$ cat config.mk
export PLATFORM = sky130hd
export DESIGN_NAME = rsc_reset_ctrl
export DESIGN_NICKNAME = d
export VERILOG_FILES = /design/src/rsc_pkg.sv /design/src/rsc_reset_ctrl.sv
export SDC_FILE = /design/constraint.sdc
export NUM_CORES = 1
export LEC_CHECK = 0
export BUFFER_PORTS_ARGS = -buffer_cell sky130_fd_sc_hd__buf_2
export CAP_MARGIN = 20
export CELL_PAD_IN_SITES_DETAIL_PLACEMENT = 0
export CELL_PAD_IN_SITES_GLOBAL_PLACEMENT = 1
export CORE_MARGIN = 2
export CORE_UTILIZATION = 30
export DETAILED_ROUTE_END_ITERATION = 10
export PLACE_DENSITY = 0.68
export SLEW_MARGIN = 20
export SYNTH_ARGS = -nofsm -noshare
export SYNTH_HDL_FRONTEND = slang
export SYNTH_SLANG_ARGS = --single-unit
$ cat constraint.sdc
create_clock -name mclk -period 5.38 [get_ports mclk]
set_input_delay 0.538 -clock mclk [delete_from_list [all_inputs] [get_ports mclk]]
set_output_delay 0.538 -clock mclk [all_outputs]
set_load 0.01 [all_outputs]
$ cat src/rsc_pkg.sv
package rsc_pkg;

  // -----------------------------------------------------------------
  // Register map (APB byte addresses)
  // -----------------------------------------------------------------
  localparam logic [11:0] ADDR_THRESH = 12'h000;
  localparam logic [11:0] ADDR_CAUSE = 12'h004;
  localparam logic [11:0] ADDR_STATUS = 12'h008;

  // -----------------------------------------------------------------
  // Field layout and reset values
  // -----------------------------------------------------------------
  localparam logic [7:0] THRESH_POR = 8'h55;
  localparam logic [7:0] CODE_2V10 = 8'h55;
  localparam logic [7:0] CODE_2V55 = 8'h33;
  localparam logic [7:0] CODE_3V15 = 8'h99;
  localparam logic [7:0] CODE_3V80 = 8'hAA;
  localparam logic [4:0] DOG_ENABLE = 5'h0A;
  localparam logic [4:0] DOG_DISABLE = 5'h15;
  localparam int CAUSE_KEEP_BIT = 7;
  localparam int CAUSE_UV_BIT = 2;
  localparam int CAUSE_THR_BIT = 1;
  localparam int CAUSE_DOG_BIT = 0;
  localparam int STAT_TO_BIT = 0;
  localparam int STAT_PD_BIT = 1;
  localparam int STAT_HOLD_BIT = 2;
  localparam logic [7:0] PORT_POR = 8'hFF;

  // -----------------------------------------------------------------
  // Timing
  // -----------------------------------------------------------------
  localparam int CLK_MHZ = 100;
  localparam int POR_DELAY_US = 50000;
  localparam int RST_DELAY_US = 16700;
  localparam int POR_DELAY_CYC = POR_DELAY_US * CLK_MHZ;
  localparam int RST_DELAY_CYC = RST_DELAY_US * CLK_MHZ;
  localparam int SST_XTAL_CYC = 1024;
  localparam int SST_RC_CYC = 2;
  localparam int CODE_ERR_SUBS = 2;

  // -----------------------------------------------------------------
  // Types
  // -----------------------------------------------------------------
  typedef enum logic [1:0] {
    RSC_HOLD = 2'b00,
    RSC_DELAY = 2'b01,
    RSC_SST = 2'b11,
    RSC_RUN = 2'b10
  } rsc_phase_e;

  typedef struct packed {
    logic [31:0] prdata;
    logic pready;
    logic pslverr;
  } rsc_apb_rsp_s;

endpackage

$ cat src/rsc_reset_ctrl.sv
// The register addresses and the APB register port are this design's own decisions.
`timescale 1ns/1ps

// Overview of operation
// - Selected external pin low resets device and restarts at address zero.
// - Pin acts as reset only when option selects it, else port pin.
// - Power-on loads port data and direction registers with all ones.
// - After power-on, hold execution for a 50 ms delay.
// - After pin, undervoltage or normal watchdog reset, wait 16.7 ms.
// - While pin held low, drive one pin low, others high impedance.
// - Undervoltage longer than minimum resets and sets flag; shorter ignored.
// - Four threshold codes 55h,33h,99h,AAh select the undervoltage levels.
// - Bad threshold code resets after 2-3 sub clocks, flags, restores 55h (here after 1-2).
// - Real undervoltage reset acts after 2-3 sub clocks, keeps threshold (here after 1-2).
// - Threshold select register powers on as 55h.
// - Undervoltage reset is disabled during power-down, active otherwise.
// - Cause bit 2 set by undervoltage reset, cleared only by software.
// - Cause bit 1 set by bad threshold code, cleared only by software.
// - Cause bits 6 to 3 always read zero.
// - Running watchdog timeout resets like the pin and sets timeout flag.
// - Sleep watchdog timeout clears only program counter and stack pointer.
// - Start-up timer counts 1024 cycles for crystal, 1-2 for RC.
// - Timeout/power-down flags: POR clears, pin/UV keep, dog sets per mode.
// - Bad dog enable code resets after 2-3 sub clocks and sets bit 0 (here after 1-2).
module rsc_reset_ctrl #(
  parameter int POR_CYC = rsc_pkg::POR_DELAY_CYC,
  parameter int RST_CYC = rsc_pkg::RST_DELAY_CYC,
  parameter int UV_MIN_CYC = 16
)(
  // Clock and power-on reset
  input wire logic mclk,
  input wire logic reset_n,
  // APB slave
  input wire logic psel,
  input wire logic penable,
  input wire logic pwrite,
  input wire logic [11:0] paddr,
  input wire logic [31:0] pwdata,
  input wire logic [3:0] pstrb,
  output logic [31:0] prdata,
  output logic pready,
  output logic pslverr,
  // Configuration and external events
  input wire logic extRstEnable,
  input wire logic extRstPinN,
  input wire logic lowSupplyRaw,
  input wire logic subClkTick,
  input wire logic crystalSource,
  input wire logic powerDown,
  input wire logic dogTimeout,
  input wire logic [4:0] dogEnableCode,
  // Reset outputs, shared port pin input and threshold level
  output logic coreRstN,
  output logic pcSpClear,
  output logic portsPreset,
  output logic [7:0] portPresetValue,
  output logic pinHoldActive,
  output logic lowDrivenPinOut,
  output logic lowDrivenPinOe,
  output logic sharedPortPinIn,
  output logic [1:0] thresholdLevel
);

  // -----------------------------------------------------------------
  // State
  // -----------------------------------------------------------------
  typedef struct packed {
    rsc_pkg::rsc_phase_e phase;
    logic [31:0] cnt;
    logic [1:0] pinSync;
    logic [1:0] uvSync;
    logic [1:0] dogSync;
    logic [7:0] uvCnt;
    logic [1:0] thrSubs;
    logic [1:0] dogSubs;
    logic [1:0] uvSubs;
    logic [7:0] thresh;
    logic uvFlag;
    logic thrFlag;
    logic dogFlag;
    logic keepClk;
    logic toFlag;
    logic pdFlag;
    logic porDone;
    logic wasPin;
    logic pcClr;
    logic [31:0] rdata;
  } rsc_state_s;

  rsc_state_s st_ff;
  rsc_state_s nxt_st;
  logic [1:0] rstSync_ff;
  logic pinLow;
  logic uvLow;
  logic dogEvt;
  logic dogPrev_ff;
  logic thrValid;
  logic dogValid;
  logic uvReset;
  logic hardReset;
  logic wrEn;
  logic rdEn;
  logic [7:0] wByte;

  // Glitch counter is 8 bits wide, delay counters need at least one cycle
  if (UV_MIN_CYC < 1 || UV_MIN_CYC > 255 || POR_CYC < 1 || RST_CYC < 1)
  begin
    $error("rsc_reset_ctrl: unsupported count parameter");
  end

  // -----------------------------------------------------------------
  // Decode
  // -----------------------------------------------------------------
  assign pinLow = extRstEnable && !st_ff.pinSync[1];
  assign uvLow = st_ff.uvSync[1] && !powerDown;
  assign dogEvt = st_ff.dogSync[1] && !dogPrev_ff;
  always_comb
  begin
    case (st_ff.thresh)
      rsc_pkg::CODE_2V10: thresholdLevel = 2'd0;
      rsc_pkg::CODE_2V55: thresholdLevel = 2'd1;
      rsc_pkg::CODE_3V15: thresholdLevel = 2'd2;
      rsc_pkg::CODE_3V80: thresholdLevel = 2'd3;
      default: thresholdLevel = 2'd0;
    endcase
  end
  assign thrValid = st_ff.thresh == rsc_pkg::CODE_2V10 ||
    st_ff.thresh == rsc_pkg::CODE_2V55 ||
    st_ff.thresh == rsc_pkg::CODE_3V15 ||
    st_ff.thresh == rsc_pkg::CODE_3V80;
  assign dogValid = dogEnableCode == rsc_pkg::DOG_ENABLE ||
    dogEnableCode == rsc_pkg::DOG_DISABLE;
  assign uvReset = st_ff.uvCnt >= 8'(UV_MIN_CYC);
  assign wrEn = psel && penable && pwrite && st_ff.phase == rsc_pkg::RSC_RUN;
  assign rdEn = psel && !penable && !pwrite;
  assign wByte = pstrb[0] ? pwdata[7:0] : 8'h00;

  // Code errors fire on the second sub-clock tick seen, i.e. 1-2 periods
  assign hardReset = pinLow ||
    (uvReset && st_ff.uvSubs == 2'(rsc_pkg::CODE_ERR_SUBS)) ||
    st_ff.thrSubs == 2'(rsc_pkg::CODE_ERR_SUBS) ||
    st_ff.dogSubs == 2'(rsc_pkg::CODE_ERR_SUBS) ||
    (dogEvt && !powerDown);

  // -----------------------------------------------------------------
  // Next state
  // -----------------------------------------------------------------
  always_comb
  begin
    nxt_st = st_ff;
    nxt_st.pinSync = {st_ff.pinSync[0], extRstPinN};
    nxt_st.uvSync = {st_ff.uvSync[0], lowSupplyRaw};
    nxt_st.dogSync = {st_ff.dogSync[0], dogTimeout};
    nxt_st.pcClr = 1'b0;
    // Glitch filter: a short dip never reaches the threshold
    nxt_st.uvCnt = !uvLow ? 8'h00 :
      (uvReset ? st_ff.uvCnt : st_ff.uvCnt + 8'h01);
    if (!thrValid && subClkTick && st_ff.thrSubs != 2'd3)
      nxt_st.thrSubs = st_ff.thrSubs + 2'd1;
    if (thrValid)
      nxt_st.thrSubs = 2'd0;
    if (!dogValid && subClkTick && st_ff.dogSubs != 2'd3)
      nxt_st.dogSubs = st_ff.dogSubs + 2'd1;
    if (dogValid)
      nxt_st.dogSubs = 2'd0;
    if (uvReset && subClkTick && st_ff.uvSubs != 2'd3)
      nxt_st.uvSubs = st_ff.uvSubs + 2'd1;
    if (!uvReset)
      nxt_st.uvSubs = 2'd0;

    // Software side: flags cleared by writing zero, hardware set wins
    if (wrEn && paddr == rsc_pkg::ADDR_THRESH)
      nxt_st.thresh = wByte;
    if (wrEn && paddr == rsc_pkg::ADDR_CAUSE)
    begin
      nxt_st.keepClk = wByte[rsc_pkg::CAUSE_KEEP_BIT];
      nxt_st.uvFlag = st_ff.uvFlag & wByte[rsc_pkg::CAUSE_UV_BIT];
      nxt_st.thrFlag = st_ff.thrFlag & wByte[rsc_pkg::CAUSE_THR_BIT];
      nxt_st.dogFlag = st_ff.dogFlag & wByte[rsc_pkg::CAUSE_DOG_BIT];
    end
    if (wrEn && paddr == rsc_pkg::ADDR_STATUS)
    begin
      nxt_st.toFlag = wByte[rsc_pkg::STAT_TO_BIT];
      nxt_st.pdFlag = wByte[rsc_pkg::STAT_PD_BIT];
    end
    if (!thrValid)
      nxt_st.thrFlag = 1'b1;
    if (st_ff.thrSubs == 2'(rsc_pkg::CODE_ERR_SUBS))
      nxt_st.thresh = rsc_pkg::THRESH_POR;
    if (uvReset && st_ff.uvSubs == 2'(rsc_pkg::CODE_ERR_SUBS))
      nxt_st.uvFlag = 1'b1;
    if (st_ff.dogSubs == 2'(rsc_pkg::CODE_ERR_SUBS))
      nxt_st.dogFlag = 1'b1;
    if (dogEvt)
    begin
      nxt_st.toFlag = 1'b1;
      nxt_st.pdFlag = st_ff.pdFlag | powerDown;
      nxt_st.pcClr = powerDown;
    end

    // Sequencer: hold, delay, oscillator start-up, run
    case (st_ff.phase)
      rsc_pkg::RSC_HOLD:
      begin
        if (!hardReset)
        begin
          nxt_st.phase = rsc_pkg::RSC_DELAY;
          nxt_st.cnt = st_ff.porDone ? 32'(RST_CYC) : 32'(POR_CYC);
        end
      end
      rsc_pkg::RSC_DELAY:
      begin
        if (st_ff.cnt <= 32'd1)
        begin
          nxt_st.phase = rsc_pkg::RSC_SST;
          nxt_st.cnt = crystalSource ? 32'(rsc_pkg::SST_XTAL_CYC) :
            32'(rsc_pkg::SST_RC_CYC);
        end
        else
          nxt_st.cnt = st_ff.cnt - 32'd1;
      end
      rsc_pkg::RSC_SST:
      begin
        if (st_ff.cnt <= 32'd1)
        begin
          nxt_st.phase = rsc_pkg::RSC_RUN;
          nxt_st.porDone = 1'b1;
        end
        else
          nxt_st.cnt = st_ff.cnt - 32'd1;
      end
      rsc_pkg::RSC_RUN: nxt_st.cnt = 32'd0;
      default: nxt_st.phase = rsc_pkg::RSC_HOLD;
    endcase
    if (hardReset)
    begin
      nxt_st.phase = rsc_pkg::RSC_HOLD;
      nxt_st.wasPin = pinLow;
      nxt_st.thrSubs = 2'd0;
      nxt_st.dogSubs = 2'd0;
      nxt_st.uvSubs = 2'd0;
    end
    else
      nxt_st.wasPin = 1'b0;

    nxt_st.rdata = 32'h0;
    if (rdEn)
    begin
      case (paddr)
        rsc_pkg::ADDR_THRESH: nxt_st.rdata = {24'h0, st_ff.thresh};
        rsc_pkg::ADDR_CAUSE: nxt_st.rdata = {24'h0, st_ff.keepClk, 4'h0,
          st_ff.uvFlag, st_ff.thrFlag, st_ff.dogFlag};
        rsc_pkg::ADDR_STATUS: nxt_st.rdata = {29'h0,
          st_ff.phase != rsc_pkg::RSC_RUN, st_ff.pdFlag, st_ff.toFlag};
        default: nxt_st.rdata = 32'h0;
      endcase
    end
  end

  // -----------------------------------------------------------------
  // Registers: power-on reset clears cause of timeout and power-down
  // -----------------------------------------------------------------
  always_ff @(posedge mclk or negedge reset_n)
  begin
    if (!reset_n)
    begin
      st_ff <= '0;
      st_ff.phase <= rsc_pkg::RSC_HOLD;
      st_ff.pinSync <= 2'b11;
      st_ff.thresh <= rsc_pkg::THRESH_POR;
      st_ff.toFlag <= 1'b0;
      st_ff.pdFlag <= 1'b0;
      dogPrev_ff <= 1'b0;
    end
    else
    begin
      st_ff <= nxt_st;
      dogPrev_ff <= st_ff.dogSync[1];
    end
  end

  // Core reset: asserted at once, released on a clock edge
  always_ff @(posedge mclk or negedge reset_n)
  begin
    if (!reset_n)
      rstSync_ff <= 2'b00;
    else if (hardReset)
      rstSync_ff <= 2'b00;
    else
      rstSync_ff <= {rstSync_ff[0], st_ff.phase == rsc_pkg::RSC_RUN};
  end

  // -----------------------------------------------------------------
  // Outputs
  // -----------------------------------------------------------------
  assign coreRstN = rstSync_ff[1] && !hardReset;
  assign pcSpClear = st_ff.pcClr;
  assign portsPreset = !st_ff.porDone;
  assign portPresetValue = rsc_pkg::PORT_POR;
  assign pinHoldActive = st_ff.wasPin;
  assign lowDrivenPinOut = 1'b0;
  assign lowDrivenPinOe = st_ff.wasPin;
  assign sharedPortPinIn = extRstEnable ? 1'b1 : st_ff.pinSync[1];
  assign prdata = st_ff.rdata;
  assign pready = 1'b1;
  assign pslverr = 1'b0;

  // -----------------------------------------------------------------
  // Checks
  // -----------------------------------------------------------------
  a_pin_holds_core: assert property (@(posedge mclk) disable iff (!reset_n)
    pinLow |-> !coreRstN) else $error("pin low but core running");
  a_pin_option_off: assert property (@(posedge mclk) disable iff (!reset_n)
    !extRstEnable |-> !pinLow) else $error("pin reset while disabled");
  a_pin_drive_low: assert property (@(posedge mclk) disable iff (!reset_n)
    pinLow |=> lowDrivenPinOe && !lowDrivenPinOut)
    else $error("held pin not driven low");
  a_thr_restore: assert property (@(posedge mclk) disable iff (!reset_n)
    st_ff.thrSubs == 2'd2 |=> st_ff.thresh == 8'h55 && st_ff.thrFlag)
    else $error("bad code not restored");
  a_uv_flag_set: assert property (@(posedge mclk) disable iff (!reset_n)
    uvReset && st_ff.uvSubs == 2'd2 |=> st_ff.uvFlag && !coreRstN)
    else $error("undervoltage flag missing");
  a_uv_powerdown: assert property (@(posedge mclk) disable iff (!reset_n)
    powerDown && st_ff.uvSync[1] |=> st_ff.uvCnt == 8'h00)
    else $error("undervoltage active in power-down");
  a_cause_zero: assert property (@(posedge mclk) disable iff (!reset_n)
    $past(rdEn) |-> prdata[6:3] == 4'h0 || $past(paddr) != 12'h004)
    else $error("unimplemented bits nonzero");
  a_dog_sleep: assert property (@(posedge mclk) disable iff (!reset_n)
    dogEvt && powerDown |=> pcSpClear && st_ff.toFlag && st_ff.pdFlag)
    else $error("sleep timeout wrong");
  a_dog_run: assert property (@(posedge mclk) disable iff (!reset_n)
    dogEvt && !powerDown |=> st_ff.toFlag && st_ff.phase == 2'b00)
    else $error("run timeout wrong");
  a_sst_length: assert property (@(posedge mclk) disable iff (!reset_n)
    $rose(st_ff.phase == rsc_pkg::RSC_SST) && !crystalSource
    |-> st_ff.cnt == 32'd2) else $error("rc start-up count wrong");

endmodule

==> results.md, run 1 <==
- Status: completed
- Adder-Cell Fraction of Synth Area: 2.67%
- RSZ-0062 raised after global routing: false
- CP cell instances: nor4_1, nand4_2, nor4_2, nor2_1, a221o_1
- Period utilization: 63.3%
- Buffers on Ports: 53
- Die Ht: 129 um
- CTS tree: done
- Syn-to-layout area delta: 11.7%
- Hold-fix buffers at CTS: 0
- Min Tclk post-route: 3.41 ns
- DR WL/cell: 15.5 um
- Overflow after GRT: 0
- Clk sink count: 82
- Number of H-tree levels: 3
- Crit path max fanout: 11
- Final net count: 622
- Leak pwr: 2.43 nW
- First-pass GRT wire length: 18.6 mm
- Compound-Gate Fraction of Synth Area: 17.8%
- Critical path's largest stage delay: 0.76 ns
- Total Wirelength: 11.5 mm
- Synth top cells by count: dfrtp_1, nor2_1, buf_4, nand2_1, a21oi_1
- DR iter-0 viols: 240
- Largest net degree at the start of global routing: 83
- Vias per cell: 5.10
- Final worst slack: 1.97 ns
- IO Count: 116
- Hpwl dp: 8.07 mm
- Critical path capture point type: flip-flop
- Synth cell types: 65
- CTS root buffer: clkbuf_16
- Yosys top cell area share: 40.7%
- Clock transition at path regs: 0.07 ns
- Most common cell in the netlist: dfrtp_1
- Setup TNS: 0 ns
- Rows: 45
- Initial core utilization: 30.8%
- Post-synth EDFFs: 0
- Post-synthesis simple-gate area fraction: 22.7%
- Max Freq: 294 MHz
- Largest family of logic cells by synthesized area: simple AND/OR/NAND/NOR gates
- Main synth FF type: dfrtp_1
- Slew headroom: 30.2%
- Mean Syn Cell Area: 9.23 um2
- Bufs on Longest Clock Path: 2
- Placer Congestion: 0.818
- Startpoint Class: flip-flop
- DP Worst Slack: 2.02 ns
- Fin. max-slew vios: 0
- Postcts setup bufs: 0
- Hold slack final: 0.222 ns
- Synth area leaders: dfrtp_1, buf_4, nor2_1
- Final hold viol count: 0
- Critical Path AT: 3.63 ns
- Final setup vio count: 0
- Ys Warns: 0
- Measured slew at the worst slew-check pin: 1.04 ns
- Chip width: 129 um
- Cell with the biggest individual delay on the critical path: nor4_1
- Routed via count: 3777
- XOR/XNOR Fraction of Synth Area: 1.50%
- Dominant cell type by area after synthesis: dfrtp_1
- CTS buffer count: 9
- Worst hold path type: in2async
- Antenna violations before repair: 0
- Multiplexer area fraction after synthesis: 1.31%
- TritonRoute pass-1 iters: 4
- Antenna-violating nets left: 0
- Synthesized instance count: 507
- Core Footprint: 15200 um2
- # resized after CTS: 0
- Cell Area, Synth: 4680 um2
- Clock Skews: 0.0113 ns
- Vias in the first global route: 3715
- VDD IR max: 0.000194 V
- Yosys reg bits: 82
- Max Cap Viol: 0
- CP Data Required Time: 5.60 ns
- Drt drc: 0
- Total Power: 2.25 mW
- Global Route Usage Sum: 14.2%
- Seq/Total Area, Yosys: 44.0%
- Worst skew pair latency: 0.35 ns
- DIE AREA: 16600 um2
- Layout cell share with drive strength beyond 1: 16.8%
- PD cells: 431 nW/um2
- N_diodes: 0
- Asr flop ratio synth: 100%
- Crit Path Class: reg2reg
cells in the final DEF, fill, tap and decap left out, types with 3 or more instances in the layout:
cell,Yosys,layout
nor2b_1,3,3
o31ai_1,4,4
buf_4,44,3
o211ai_1,3,3
a31oi_1,19,19
mux2i_1,5,5
or4_1,9,9
a22o_1,3,3
and3_1,6,6
and2_1,14,14
or2_2,7,7
a21oi_1,29,29
a211o_1,9,9
nand3_1,11,11
o21ai_0,19,19
buf_2,3,52
nand2b_1,10,10
nor3_1,19,19
clkbuf_16,0,9
conb_1,2,35
nor2_1,48,48
inv_1,16,16
nand2_1,38,38
a21o_1,4,4
a211oi_1,4,4
ha_1,10,10
or3_1,8,8
dfstp_2,6,6
xnor2_1,4,4
xor2_1,4,4
nor4_1,17,17
o22a_1,3,3
dfrtp_1,76,76
nand4_1,5,5
area by class of cell:
cell class                      instances  area [um2]
Tap cell                              188         235
Sequential cell                        82        2060
Clock buffer                           10         229
Timing Repair Buffer                   56         294
Multi-Input combinational cell        382        2280
Fill cell                            1619        9980
Inverter                               16        60.1
Clock inverter                          6        66.3
worst paths after layout:
| kind | start | end | slack [ns] | cells past startpoint |
|---|---|---|---|---|
| max in group asynchronous | reset_n | st_ff[101] | 4.60 | 1 |
| setup reg to reg | st_ff[86] | st_ff[87] | 1.97 | 5 |
| hold / removal | reset_n | st_ff[44] | 0.22 | 1 |
| min in group mclk | extRstPinN | nxt_st[68] | 0.29 | 1 |
| setup / recovery | st_ff[86] | st_ff[87] | 1.97 | 5 |
| hold reg to reg | nxt_st[64] | st_ff[64] | 0.36 | 0 |
sequential cells by signal (all words and copies together), names as in the netlist:
register        count
prdata              8
st_ff              66
dogPrev_ff          1
pcSpClear           1
rstSync_ff          2
lowDrivenPinOe      1
nxt_st              3
layer usage:
metal | vias to the layer above | share of wire (%) | global-route usage, %
li1 | 1849 | - | -
met5 | - | 0 | 0
met4 | 0 | 0.59 | 4.80
met2 | 92 | 48 | 23.1
met1 | 1828 | 47 | 18.5
met3 | 8 | 4.9 | 3.62
cell families after synthesis:
kind of cell / count (synthesis)
AO/OA/AOI/OAI: 120
XOR/XNOR: 8
adder cells (fa/ha/maj): 10
buffers and inverters: 76
flip-flops: 82
multiplexers: 6
other: 2
AND/OR/NAND/NOR: 203
metrics by stage:
stage | cell area, um2 | utilization [%] | cells
floorplan | 4800 | - | 540
global placement | 4930 | 32.4 | 724
detailed placement | 4930 | 32.4 | 724
CTS | 5220 | 34.3 | 740
global route | 5230 | 34.4 | 740
finish | 5230 | 34.4 | 740
worst max-delay path: cells and delay by family, from the launching register on:
| family | cells | cell delay [ns] |
|---|---|---|
| simple gates | 4 | 2.41 |
| flops | 1 | 0.44 |
| compound gates | 1 | 0.43 |
power by group:
group          internal (mW)  switching [mW]  total, mW
clock network          0.362           0.263      0.624
logic                  0.283           0.454      0.737
registers              0.741           0.149      0.890
total                   1.39           0.865       2.25
(Power assumes the default switching activity.)
==> run 2: changes to the inputs <==
clock period = 3.45 ns   (was 5.38 ns; I/O delays follow)
==> results.md, run 2 (same netlist as run 1, synthesis figures left out) <==
- Status: completed
- RR Startpoint: st_ff[94]
- Critical path capture point type: flip-flop
- Chip width: 129 um
- IO Count: 116
- R2R depth: 5
- Max Freq: 361 MHz
- RSZ-0062 raised after global routing: false
- R2R Setup Slk: 0.68 ns
- Clock transition at path regs: 0.06 ns
- Vias per cell: 5.12
- Buf+Inv Stages, Crit Path: 0
- Final hold viol count: 0
- Cell family with most CP delay: simple AND/OR/NAND/NOR gates
- Critical path's largest stage delay: 0.58 ns
- Crit path max fanout: 18
- Die Ht: 129 um
- Finished Core Util: 35.2%
- Highest routed metal layer: met4
- Worst skew pair latency: 0.35 ns
- Max Cap Viol: 0
- Fin. max-slew vios: 0
- Slew headroom: 48.1%
- Placer Congestion: 0.842
- Crit-path most repeated cell: or4_4
- # resized after CTS: 0
- Reg2reg end: st_ff[99]
- VDD IR max: 0.000273 V
- Critical path depth: 5
- DR WL/cell: 15.4 um
- Period utilization: 80.3%
- Final net count: 633
- DR WL met3: 647 um
- Core Footprint: 15200 um2
- PD cells: 687 nW/um2
- Setup TNS: 0 ns
- Rows: 45
- Cell Area, Placed: 5010 um2
- Clock Skews: 0.00845 ns
- First-pass GRT wire length: 19.0 mm
- Measured slew at the worst slew-check pin: 0.775 ns
- Most frequent cells in the layout: dfrtp_1, buf_2, nor2_1
- Bufs on Longest Clock Path: 2
- Antenna-violating nets left: 0
- DIE AREA: 16600 um2
- CTS tree: done
- Critical Path AT: 3.00 ns
- Largest net degree at the start of global routing: 83
- Startpoint Class: flip-flop
- TritonRoute pass-1 iters: 5
- Hpwl dp: 8.22 mm
- Number of flip-flops under the largest register name: 66
- Global Route Usage Sum: 14.6%
- Min Tclk post-route: 2.77 ns
- CP cell instances: or4_4, or4_4, o31a_1, and3_1, a211o_1
- Clk sink count: 82
- Total Wirelength: 11.5 mm
- Syn-to-layout area delta: 14.3%
- Drt drc: 0
- Routed via count: 3843
- Number of H-tree levels: 3
- Met2 wire length: 5.33 mm
- Buffers on Ports: 53
- CP Data Required Time: 3.68 ns
- Leak pwr: 2.50 nW
- Cell with the biggest individual delay on the critical path: or4_4
- Largest Register: st_ff
- Layout cell share with drive strength beyond 1: 18.7%
- Initial core utilization: 30.8%
- N_diodes: 0
- Worst hold path type: in2async
- Antenna violations before repair: 0
- Finished Cell Area: 5350 um2
- Postcts setup bufs: 0
- Overflow after GRT: 0
- DR iter-0 viols: 358
- CTS root buffer: clkbuf_16
- Vias in the first global route: 3645
- Commonest non-fill, non-tap cell in the layout: dfrtp_1
- Crit Path Class: reg2reg
- Met1 wire length: 5.41 mm
- Hold slack final: 0.0352 ns
- Hold-fix buffers at CTS: 0
- Final setup vio count: 0
- CTS buffer count: 9
run 2: cell count changes in the layout (fill, tap and decap cells not counted), sizes merged:
| cell | change |
|---|---|
| buf | +11 |
| bufinv | +1 |
| clkbuf | -1 |
| clkinv | -4 |
| clkinvlp | +1 |
| inv | +3 |
run 2: power by group:
group | internal, mW | total, mW | switching [mW]
sequential | 1.16 | 1.39 | 0.234
clock | 0.649 | 1.08 | 0.430
combinational | 0.482 | 1.20 | 0.721
run 2: through the flow:
stage | setup slack [ns] | std cells | total power [mW]
after global routing | 0.490 | 751 | 3.93
after floorplan | 0.855 | 540 | 2.26
after detailed placement | 0.677 | 735 | 2.60
final | 0.680 | 751 | 3.67
after global placement | 0.669 | 735 | 2.57
after CTS | 0.677 | 751 | 3.70
run 2: worst reg2reg max path, cell delays in order, from the launching register on:
cell     delay [ns]
dfrtp_1        0.43
or4_4          0.58
or4_4          0.58
o31a_1         0.53
and3_1         0.28
a211o_1        0.26
run 2: area by class of cell:
cell class                 count  area, um2
multi-input combinational    382       2280
clock inverter                 7        108
inverter                      16       60.1
tap                          188        235
clock buffer                   9        225
sequential                    82       2060
timing repair buffer          67        377
fill                        1555       9860
run 2: worst max-delay path by stage:
stage | endpoint | slack [ns] | startpoint
floorplan | st_ff[87] | 0.85 | st_ff[94]
global placement | st_ff[87] | 0.67 | st_ff[94]
detailed placement | st_ff[87] | 0.68 | st_ff[94]
CTS | st_ff[99] | 0.68 | st_ff[94]
global route | st_ff[94] | 0.49 | st_ff[53]
finish | st_ff[99] | 0.68 | st_ff[94]
run 2: metal layers:
metal  up-vias  global-route usage (%)
met5         -                       0
met4         0                    4.22
met3        11                    3.24
met2       114                    23.3
met1      1845                    19.8
li1       1873                       -
==> run 3: changes to the inputs <==
PLACE_DENSITY = 0.7   (was 0.68)
clock period = 2.51 ns   (was 3.45 ns; I/O delays follow)
==> results.md, run 3 (same netlist as run 1, synthesis figures left out) <==
- Status: completed
- Antenna violations before repair: 0
- CP Data Required Time: 2.74 ns
- Core Footprint: 15200 um2
- Final worst slack: 0.0750 ns
- Placer Congestion: 0.843
- Total Wirelength: 11.7 mm
- CP cell instances: or3_1, or4_1, nor4_1, xor2_1, a22o_1
- Rows: 45
- Syn-to-layout area delta: 21.7%
- Overflow after GRT: 0
- Buffers on Ports: 53
- Most frequent cells in the layout: dfrtp_1, buf_2, buf_4
- Worst hold path type: in2reg
- Clock transition at path regs: 0.07 ns
- Period utilization: 97.0%
- TritonRoute pass-1 iters: 5
- IO Count: 116
- R2R depth: 5
- DP Worst Slack: 0.0465 ns
- Largest Register: st_ff
- Max Cap Viol: 0
- DR WL/cell: 14.9 um
- Layout cell share with drive strength beyond 1: 25.0%
- Slew headroom: 54.7%
- RR Startpoint: st_ff[78]
- Global Route Usage Sum: 14.2%
- Leak pwr: 2.70 nW
- CTS buffer count: 9
- First-pass GRT wire length: 18.8 mm
- Cell with the biggest individual delay on the critical path: or4_1
- Initial core utilization: 30.8%
- Hpwl dp: 8.69 mm
- Vias per cell: 5.14
- Final net count: 671
- Clk sink count: 82
- CTS tree: done
- N_diodes: 0
- Worst skew pair latency: 0.34 ns
- Number of flip-flops under the largest register name: 66
- Final hold viol count: 0
- Crit Path Class: reg2reg
- RSZ-0062 raised after global routing: true
- Fillers: 1530
- Buf+Inv Stages, Crit Path: 0
- Chip width: 129 um
- Worst Setup EP: st_ff[100]
- Startpoint Class: flip-flop
- Largest net degree at the start of global routing: 54
- DR iter-0 viols: 258
- Antenna-violating nets left: 0
- Crit path max fanout: 6
- Critical Path AT: 2.66 ns
- Number of H-tree levels: 3
- Routed via count: 4059
- Drt drc: 0
- Cell family with most CP delay: simple AND/OR/NAND/NOR gates
- Critical path depth: 5
- Dpl cells: 771
- Critical path's largest stage delay: 0.70 ns
- Fin. max-slew vios: 0
- Commonest non-fill, non-tap cell in the layout: dfrtp_1
- Final cell count without fillers: 789
- VDD IR max: 0.000451 V
- Worst Setup SP: st_ff[78]
- DIE AREA: 16600 um2
- R2R Setup Slk: 0.07 ns
- Reg2reg end: st_ff[100]
- PD cells: 933 nW/um2
- Bufs on Longest Clock Path: 2
- CTS root buffer: clkbuf_16
- Final setup vio count: 0
- Clock Skews: 0.00630 ns
- Critical path capture point type: flip-flop
- Min Tclk post-route: 2.44 ns
- Measured slew at the worst slew-check pin: 0.680 ns
- Die Ht: 129 um
- Vias in the first global route: 3780
- Max Freq: 411 MHz
run 3: cell count changes in the layout (fill, tap and decap cells not counted), sizes merged:
cell / change
inv: -2
dlygate4sd3: +1
buf: +37
clkbuf: +1
bufinv: -1
clkinvlp: +1
clkinv: +1
run 3: final cells by class:
cell class                 instances  area (um2)  share of cell area (%)
multi-input combinational        382        2330                    41.0
timing repair buffer             105         693                    12.2
clock inverter                     6        73.8                    1.30
tap                              188         235                    4.13
sequential                        82        2060                    36.2
inverter                          16        60.1                    1.05
clock buffer                      10         239                    4.20
run 3: metal layers:
metal  track usage [%]  part of all wire, %  vias up
li1                  -                    -     1944
met1              18.9                   46     1967
met2              23.2                   47      130
met3              3.20                  5.6       18
met4              4.48                  1.7        0
met5                 0                    0        -
run 3: power breakdown:
| part | switching, mW | internal (mW) |
|---|---|---|
| clock network | 0.566 | 0.810 |
| logic | 1.14 | 0.939 |
| registers | 0.275 | 1.59 |
run 3: worst min path at each step:
stage / slack [ns] / cells after the start / start / endpoint
global route: 0.003 / 1 / dogTimeout / nxt_st[64]
CTS: 0.005 / 1 / dogTimeout / nxt_st[64]
finish: 0.01 / 1 / dogTimeout / nxt_st[64]
floorplan: -0.04 / 0 / reset_n / dogPrev_ff
global placement: 0.34 / 1 / reset_n / prdata[6]
detailed placement: 0.33 / 0 / nxt_st[66] / st_ff[66]
run 3: through the flow:
step	power [mW]	utilization (%)	setup TNS [ns]	area (um2)	hold slack, ns
floorplan	3.11	-	0	4800	-0.0446
global placement	3.82	34.9	0	5300	0.336
detailed placement	3.86	34.9	0	5300	0.335
CTS	5.25	37.0	0	5630	0.00529
global route	5.65	37.5	-0.00298	5690	0.00274
finish	5.31	37.5	0	5690	0.0118
run 3: worst reg2reg max path: stages, from the launching register on:
cell	delay, ns
dfrtp_1	0.44
or3_1	0.42
or4_1	0.70
nor4_1	0.42
xor2_1	0.12
a22o_1	0.22
run 3: what timing repair did:
| item | 4_1_cts | 5_1_grt |
|---|---|---|
| gates resized for setup | 0 | 11 |
| setup endpoints to repair | 0 | 14 |
| buffers inserted | 0 | 1 |
| hold buffers | 1 | 0 |
| hold endpoints to repair | 48 | 0 |
